===== src/core/cce_pkg.sv =====
// Constants for the call/clear/complement/watchdog execution block
package cce_pkg;
   localparam int PC_W          = 13;
   localparam int LIT_W         = 11;
   localparam int OPC_W         = 14;
   localparam int FADDR_W       = 7;
   localparam int DATA_W        = 8;
   localparam int PAGE_HI_BIT   = 4;
   localparam int PAGE_LO_BIT   = 3;
   localparam int CALL_CYCLES   = 2;
   // Opcode patterns
   localparam logic [2:0]  OPC_CALL_PFX  = 3'h4;
   localparam logic [6:0]  OPC_ZFILE_PFX = 7'h03;
   localparam logic [13:0] OPC_ZACC      = 14'h0103;
   localparam logic [13:0] OPC_WDKICK    = 14'h0064;
   localparam logic [5:0]  OPC_INV_PFX   = 6'h09;
   // Reset values
   localparam logic [12:0] PC_RST        = 13'h0000;
   localparam logic [7:0]  ACC_RST       = 8'h00;
   localparam logic [7:0]  WDOG_RST      = 8'h00;
   localparam logic [7:0]  PRESC_RST     = 8'h00;
   typedef enum logic [1:0] {ST_EXEC, ST_CALL2} cce_state_t;
endpackage


===== src/core/cce_exec.sv =====
// Execution unit for subroutine call, clears, complement and watchdog kick
//
// The address map and strobed register access were decided locally.
`timescale 1ns/1ps

module cce_exec
   import cce_pkg::*;
#(
   parameter int WDOG_W  = 8,
   parameter int PRESC_W = 8
)(
   input  wire logic                core_clk,           // Core clock
   input  wire logic                sys_rst,            // Async reset, active high
   input  wire logic                instrValid,         // Fetched opcode is present
   input  wire logic [OPC_W-1:0]    opcode,             // Fetched opcode
   input  wire logic [DATA_W-1:0]   fileRdData,         // Addressed file register value
   input  wire logic [DATA_W-1:0]   programPageLatch,   // Page latch register
   input  wire logic                wdogTick,           // Watchdog count enable
   input  wire logic                presTick,           // Prescaler count enable
   input  wire logic                sleepEnter,         // Sleep entry clears power-down bit
   input  wire logic                wdogTimeout,        // Time-out event clears time-out bit
   output logic [FADDR_W-1:0]       fileAddr,           // File register address
   output logic                     fileWrEn,           // File register write strobe
   output logic [DATA_W-1:0]        fileWrData,         // File register write data
   output logic                     stackPush,          // Return stack push strobe
   output logic [PC_W-1:0]          returnStackTop,     // Value pushed onto stack
   output logic [PC_W-1:0]          programCounter,     // Program counter
   output logic [DATA_W-1:0]        accum,              // Working accumulator
   output logic                     zeroFlag,           // Zero flag
   output logic                     timeoutStatusN,     // Time-out status, active low
   output logic                     powerdownStatusN,   // Power-down status, active low
   output logic [WDOG_W-1:0]        watchdogCounter,    // Watchdog counter
   output logic [PRESC_W-1:0]       wdogPrescaler,      // Watchdog prescaler
   output logic                     busy                // Second cycle of a call
);

   // ==========================================
   // Decode
   logic       isCall;
   logic       isZFile;
   logic       isZAcc;
   logic       isWdKick;
   logic       isInv;
   logic       destFile;
   logic       execCycle;
   logic [DATA_W-1:0] invResult;
   cce_state_t state_r;

   assign execCycle = instrValid && (state_r == ST_EXEC);
   assign isCall    = execCycle && (opcode[13:11] == OPC_CALL_PFX);
   assign isZFile   = execCycle && (opcode[13:7] == OPC_ZFILE_PFX);
   assign isZAcc    = execCycle && (opcode == OPC_ZACC);
   assign isWdKick  = execCycle && (opcode == OPC_WDKICK);
   assign isInv     = execCycle && (opcode[13:8] == OPC_INV_PFX);
   assign destFile  = opcode[7];
   assign invResult = ~fileRdData;
   assign busy      = (state_r == ST_CALL2);

   // ==========================================
   // Call sequencing
   always_ff @(posedge core_clk or posedge sys_rst) begin
      if (sys_rst) begin
         state_r <= ST_EXEC;
      end else begin
         case (state_r)
            ST_EXEC: begin
               if (isCall) begin
                  state_r <= ST_CALL2;
               end
            end
            ST_CALL2: state_r <= ST_EXEC;
            default:  state_r <= ST_EXEC;
         endcase
      end
   end

   always_ff @(posedge core_clk or posedge sys_rst) begin
      if (sys_rst) begin
         programCounter <= PC_RST;
      end else if (isCall) begin
         programCounter <= {programPageLatch[PAGE_HI_BIT:PAGE_LO_BIT],
                            opcode[LIT_W-1:0]};
      end else if (execCycle) begin
         programCounter <= programCounter + 13'h0001;
      end
   end

   always_ff @(posedge core_clk or posedge sys_rst) begin
      if (sys_rst) begin
         stackPush      <= 1'b0;
         returnStackTop <= PC_RST;
      end else begin
         stackPush <= isCall;
         if (isCall) begin
            returnStackTop <= programCounter + 13'h0001;
         end
      end
   end

   // ==========================================
   // File register write path
   always_ff @(posedge core_clk or posedge sys_rst) begin
      if (sys_rst) begin
         fileWrEn   <= 1'b0;
         fileWrData <= ACC_RST;
      end else begin
         fileWrEn <= isZFile || (isInv && destFile);
         if (isZFile) begin
            fileWrData <= ACC_RST;
         end else if (isInv) begin
            fileWrData <= invResult;
         end
      end
   end

   assign fileAddr = opcode[FADDR_W-1:0];

   // ==========================================
   // Accumulator and zero flag
   always_ff @(posedge core_clk or posedge sys_rst) begin
      if (sys_rst) begin
         accum <= ACC_RST;
      end else if (isZAcc) begin
         accum <= ACC_RST;
      end else if (isInv && !destFile) begin
         accum <= invResult;
      end
   end

   always_ff @(posedge core_clk or posedge sys_rst) begin
      if (sys_rst) begin
         zeroFlag <= 1'b0;
      end else if (isZFile || isZAcc) begin
         zeroFlag <= 1'b1;
      end else if (isInv) begin
         zeroFlag <= (invResult == ACC_RST);
      end
   end

   // ==========================================
   // Watchdog counter, prescaler and status bits
   always_ff @(posedge core_clk or posedge sys_rst) begin
      if (sys_rst) begin
         wdogPrescaler   <= PRESC_W'(PRESC_RST);
         watchdogCounter <= WDOG_W'(WDOG_RST);
      end else if (isWdKick) begin
         wdogPrescaler   <= PRESC_W'(PRESC_RST);
         watchdogCounter <= WDOG_W'(WDOG_RST);
      end else begin
         if (presTick) begin
            wdogPrescaler <= wdogPrescaler + PRESC_W'(1);
         end
         if (wdogTick) begin
            watchdogCounter <= watchdogCounter + WDOG_W'(1);
         end
      end
   end

   always_ff @(posedge core_clk or posedge sys_rst) begin
      if (sys_rst) begin
         timeoutStatusN   <= 1'b1;
         powerdownStatusN <= 1'b1;
      end else if (isWdKick) begin
         timeoutStatusN   <= 1'b1;
         powerdownStatusN <= 1'b1;
      end else begin
         if (wdogTimeout) begin
            timeoutStatusN <= 1'b0;
         end
         if (sleepEnter) begin
            powerdownStatusN <= 1'b0;
         end
      end
   end

endmodule


===== config.mk =====
export PLATFORM = sky130hd
export DESIGN_NAME = cce_exec
export DESIGN_NICKNAME = d
export VERILOG_FILES = /design/src/core/cce_pkg.sv /design/src/core/cce_exec.sv
export SDC_FILE = /design/constraint.sdc
export NUM_CORES = 1
export LEC_CHECK = 0
export BUFFER_PORTS_ARGS = -buffer_cell sky130_fd_sc_hd__buf_2
export CAP_MARGIN = 20
export CORE_ASPECT_RATIO = 0.7
export CORE_MARGIN = 2
export CORE_UTILIZATION = 50
export DETAILED_ROUTE_END_ITERATION = 16
export GPL_TIMING_DRIVEN = 1
export PLACE_DENSITY_LB_ADDON = 0.2
export SYNTH_ARGS = -nofsm -noshare
export SYNTH_HDL_FRONTEND = slang
export SYNTH_SLANG_ARGS = --single-unit

===== constraint.sdc =====
create_clock -name core_clk -period 2.2 [get_ports core_clk]
set_input_delay 0.44 -clock core_clk [delete_from_list [all_inputs] [get_ports core_clk]]
set_output_delay 0.44 -clock core_clk [all_outputs]
set_load 0.02 [all_outputs]

* Word-level counts from Yosys, hierarchy flattened
Cells that the tools add are included.
** Storage, ports and cells
- Bits in latches :: 0
- RAM bits :: 0
- ROM bits :: 0
- Memories :: 0
- Register bits :: 65
- Word-level logic and storage cells :: 62
- Output and inout port bits :: 71
** Operators by class
- Div/mod/pow operators :: 0
- Reductions and logical operators :: 21
- Mux-type cells :: 18
- Shifts and indexed selects :: 0
- Equal/unequal tests :: 7
- Multiply operators :: 0
- $add $sub $neg :: 3
- $lt $le $gt $ge :: 0
- Bitwise gates (word level) :: 1
** Operators by type and width (count)
- two-way mux 8 bit :: 8
- two-way mux 13 bit :: 2
- adder 8 x 1 -> 8 bit, second input constant :: 2
- nonzero test 2 bit :: 8
- equality test 14 x 7 -> 1 bit, second input constant :: 1
- equality test 14 x 9 -> 1 bit, second input constant :: 1
- adder 13 x 1 -> 13 bit, second input constant :: 1
- logical AND 1 bit :: 8
- zero test 8 bit :: 1
- inverter 8 bit :: 1
- equality test 7 x 2 -> 1 bit, second input constant :: 1
- equality test 6 x 4 -> 1 bit, second input constant :: 1
- two-way mux 1 bit :: 6
- two-way mux 2 bit :: 2
- equality test 3 bit, second input constant :: 1
- equality test 2 x 1 -> 1 bit, second input constant :: 1
- zero test 2 bit :: 1
- logical OR 1 bit :: 2
- inequality test 2 bit, second input constant :: 1
- zero test 1 bit :: 1

* Longest topological paths before layout
- Depth in word-level cells :: 6
- Depth in mapped cells :: 7

* Worst setup path before layout
No wires, ideal clock.
- Path kind :: register to register
- From :: register programCounter[0]
- To :: register programCounter[6]
- Clock period less this slack :: 1738 ps
- Data arrival time :: 1617 ps
- Data required time :: 2079 ps
- Stages on the path, launching flop included :: 7
- Setup time :: 121 ps
- Path slack :: 462 ps
- Buffers on the path :: 1
- Cell sequence :: dfrtp_1 ha_1 and3_1 clkbuf_1 and2_1 o21a_1 o22a_1
** Between the ends
- Longest elaborated chain between the ends :: 3
** RTL lines
- start, declared :: RTL line cce_exec.sv:27 : output logic [PC_W-1:0] programCounter,
- start signal, assigned :: RTL line cce_exec.sv:81 : programCounter <= {programPageLatch[PAGE_HI_BIT:PAGE_LO_BIT],
- start signal, assigned :: RTL line cce_exec.sv:84 : programCounter <= programCounter + 13'h0001;
- adder 13 x 1 -> 13 bit :: RTL line cce_exec.sv:84
- two-way mux 13 bit :: RTL line cce_exec.sv:83 : end else if (execCycle) begin
- two-way mux 13 bit :: RTL line cce_exec.sv:80 : end else if (isCall) begin
Every way passes these cells. The select of a mux whose other input is x is not followed.
A chain may end at the register's enable or synchronous reset.

* Worst setup path in the final report
- From :: register state_r[0]
- To :: register accum[0]
** Between the ends
- Longest elaborated chain between the ends :: 5
- Elaborated cells on any way between the ends :: 7
- Those cells by class :: 1 x mux; 6 x reduce/logical
** RTL lines
- start, declared :: RTL line cce_exec.sv:47 : cce_state_t state_r;
- start signal, assigned :: RTL line cce_exec.sv:63 : state_r <= ST_EXEC;
- start signal, assigned :: RTL line cce_exec.sv:68 : state_r <= ST_CALL2;
- start signal, assigned :: RTL line cce_exec.sv:71 : ST_CALL2: state_r <= ST_EXEC;
- zero test 2 bit * :: RTL line cce_exec.sv:49 : assign execCycle = instrValid && (state_r == ST_EXEC);
- logical AND 1 bit * :: RTL line cce_exec.sv:49
- logical AND 1 bit :: RTL line cce_exec.sv:54 : assign isInv = execCycle && (opcode[13:8] == OPC_INV_PFX);
- logical AND 1 bit :: RTL line cce_exec.sv:125 : end else if (isInv && !destFile) begin
- nonzero test 2 bit (no source line)
- end signal, assigned :: RTL line cce_exec.sv:126 : accum <= invResult;
- end, declared :: RTL line cce_exec.sv:28 : output logic [DATA_W-1:0] accum,
Mark *: on every way between the ends. The rest lies on a longest branch, timed or not.

==> impl_metrics.tcl <==
set metrics [dict create \
    outcome "completed" \
    startpoint_type "register" \
    holdWs_ns 0.137 \
    period_minus_slack_ns 1.85 \
    cts-htree-levels 3 \
    grt_overflow 0 \
    fin_crit_sh_pct 84.1 \
    postCtsSetupBuffers 0 \
    crit_chain "nor2b_1, nand4_4, or2_0, o2bb2ai_2" \
    cts_buffers 9 \
    io_pins 108 \
    cts_num_sinks 64 \
    relSlewSlack_pct 39.8 \
    synth.yosys.seq_area_share_pct 50.6 \
    antenna_left 0 \
    finalWirelength_um 6970 \
    finalNetCount 431 \
    grt_max_degree 42 \
    path_class "reg2reg" \
    slowest_stage "or2_0" \
    ys_warn_count 0 \
    setup_tns_ns 0 \
    routedWlPerCell_um 14.8 \
    fillers 529 \
    grt_pass1_vias 2305 \
    worstPathMaxFanout 10 \
    cts.clk_slew.worst_paths_ns 0.07 \
    die-area_um2 7000 \
    synthesis.nets 335 \
    globalplace.congestion 0.784 \
    rsz0062_at_grt "no" \
    synthesis.area_um2 3170 \
    regToRegSetupSlack_ns 0.35 \
    grt_pass1_wl_um 11500 \
    cts_tree "done" \
    worstMarginPinSlew_ns 0.903 \
    topRoutingLayerUsed "met4" \
    antenna_found_initial 0 \
    netlist_instances 295 \
    syn_to_final_growth_pct 21.4 \
    io_buffers 101 \
    ys_types 47 \
    vias 2539 \
    wl_met3_um 495 \
    timing.fmax_mhz 541 \
    worstSkewPairLatency_ns 0.33 \
    num_rows 24 \
    drc 0 \
    critPathCaptureType "register" \
    slowest_delay_ns 0.57 \
    arrival_ns 2.10 \
    place_ws_ns 0.116 \
    clockBufferDepth 2 \
    clockRootBuffer "clkbuf_8" \
    worstPathRequired_ns 2.45 \
    via_per_inst 5.38 \
    syn_avg_cell_area_um2 10.7 \
    cap_violations 0 \
    p_leak_nw 1.83 \
    p_total_mw 4.38 \
    die_h_um 70.6 \
    power_density_nw_per_um2 1140 \
    route.met2.wl_um 2970 \
    met1_length_um 3480 \
    finalMaxSlewViolations 0 \
    drt-initial-drc-count 91 \
    finalSetupViolations 0 \
    core-area_um2 6190 \
    grt.total_usage_pct 20.9 \
    fp.dieW_um 99.1 \
    dp_hpwl_um 5060 \
    layout-drive-gt1-share_pct 35.5 \
    worst_slack_ns 0.351 \
    insertedDiodeCount 0 \
    ctsHoldBuffers 0 \
    peakVddDrop_uv 470 \
    start_util_pct 51.2 \
    ys_ff_latch 64 \
    finalClockSkew_ns 0.0113 \
    hold_violations 0 \
    ctsResizeCount 0 \
    hold_path.class "in2async" \
    drtPass1Iterations 4 \
]
cells by family (layout without fill, tap and decap cells):
logic type,count (synthesis),after routing,share of synthesized area (%)
buffers and inverters,30,129,5.88
XOR/XNOR,25,25,6.91
flip-flops,64,64,50.6
AO/OA/AOI/OAI,68,68,17.1
multiplexers,3,3,0.987
adder cells (fa/ha/maj),3,3,1.18
AND/OR/NAND/NOR,102,102,17.3
through the flow:
step                      util [%]  instance area [um^2]  std cells
final                         62.2                  3840        472
after global routing          62.2                  3840        472
after CTS                     62.2                  3840        472
after detailed placement      59.5                  3680        458
after global placement        59.5                  3680        458
after floorplan                  -                  3170        295
cell type report:
| class | instances | area [um^2] | share of cell area, % |
|---|---|---|---|
| Timing Repair Buffer | 110 | 586 | 15.2 |
| Multi-Input combinational cell | 201 | 1380 | 35.8 |
| Inverter | 5 | 18.8 | 0.488 |
| Clock buffer | 11 | 141 | 3.68 |
| Sequential cell | 64 | 1600 | 41.7 |
| Clock inverter | 3 | 20.0 | 0.521 |
| Tap cell | 78 | 97.6 | 2.54 |
per-layer routing:
| layer | global-route usage, % | vias to the layer above |
|---|---|---|
| met3 | 6.92 | 4 |
| met1 | 31.4 | 1201 |
| met5 | 0 | - |
| li1 | - | 1237 |
| met2 | 29.3 | 97 |
| met4 | 5.48 | 0 |
path summary, 6_finish.rpt:
check	startpoint	to	cells past startpoint
max in group asynchronous	sys_rst	programCounter[6]$_DFFE_PP0P_	3
worst min-delay path	sys_rst	watchdogCounter[5]$_DFFE_PP0P_	2
min in group core_clk	fileRdData[1]	accum[1]$_DFFE_PP0P_	2
worst max register to register	state_r[0]$_DFFE_PP0P_	accum[0]$_DFFE_PP0P_	4
worst min register to register	zeroFlag$_DFFE_PP0P_	zeroFlag$_DFFE_PP0P_	1
worst max-delay path	state_r[0]$_DFFE_PP0P_	accum[0]$_DFFE_PP0P_	4
critical path, delay by kind of cell (launching register included):
kind,cells,cell delay [ns]
AOI/OAI and AO/OA,1,0.26
DFF,1,0.38
and+or+nand+nor,3,1.13
cells in the mapped netlist (all sizes together):
library cell | count | share of area (%)
dfrtp | 62 | 49
nor2 | 41 | 5.4
a21oi | 23 | 3.6
buf | 19 | 4.5
nand2 | 16 | 1.9
nand4 | 16 | 3.6
o2bb2ai | 16 | 6.4
xor2 | 16 | 4.4
xnor2 | 9 | 2.5
a2bb2oi | 7 | 1.9
clkbuf | 6 | 0.75
nand3 | 6 | 0.95
o22ai | 6 | 1.2
and3 | 5 | 0.99
inv | 5 | 0.59
and2 | 4 | 0.79
o21ai | 4 | 0.63
o22a | 4 | 1.1
a31oi | 3 | 0.59
and4 | 3 | 0.83
ha | 3 | 1.2
a21o | 2 | 0.47
dfstp | 2 | 1.7
mux2i | 2 | 0.63
nor3b | 2 | 0.47
nor4 | 2 | 0.87
or2 | 2 | 0.39
a211o | 1 | 0.55
and4b | 1 | 0.32
mux2 | 1 | 0.36
nand2b | 1 | 0.20
nor2b | 1 | 0.20
nor3 | 1 | 0.16
o21a | 1 | 0.24
o311ai | 1 | 0.28
or3b | 1 | 0.28
state kept, by name, indices dropped and copies added, names as in the netlist, 8 cells and up:
| register | cells |
|---|---|
| accum | 8 |
| wdogPrescaler | 8 |
| watchdogCounter | 8 |
| fileWrData | 8 |
| programCounter | 13 |
| returnStackTop | 13 |
power breakdown:
part,internal (mW),switching [mW],leakage [nW],total [mW]
Clock,0.425,0.428,0.0773,0.853
Sequential,1.52,0.381,0.776,1.90
Combinational,0.647,0.975,0.980,1.62
Total,2.59,1.78,1.83,4.38
layout by cell type, fill, tap and decap left out, types with 4 or more instances in the layout:
cell	count
a2bb2oi_1	7
buf_4	8
o2bb2ai_1	8
nand4_1	15
inv_1	4
o2bb2ai_2	7
o22ai_1	6
nor2_1	40
xnor2_1	9
and2_1	4
clkbuf_8	10
dfrtp_1	62
xor2_1	16
nand3_1	6
and3_1	5
nand2_1	16
buf_2	101
a21oi_1	23
Power figures use the tool's default switching activity.
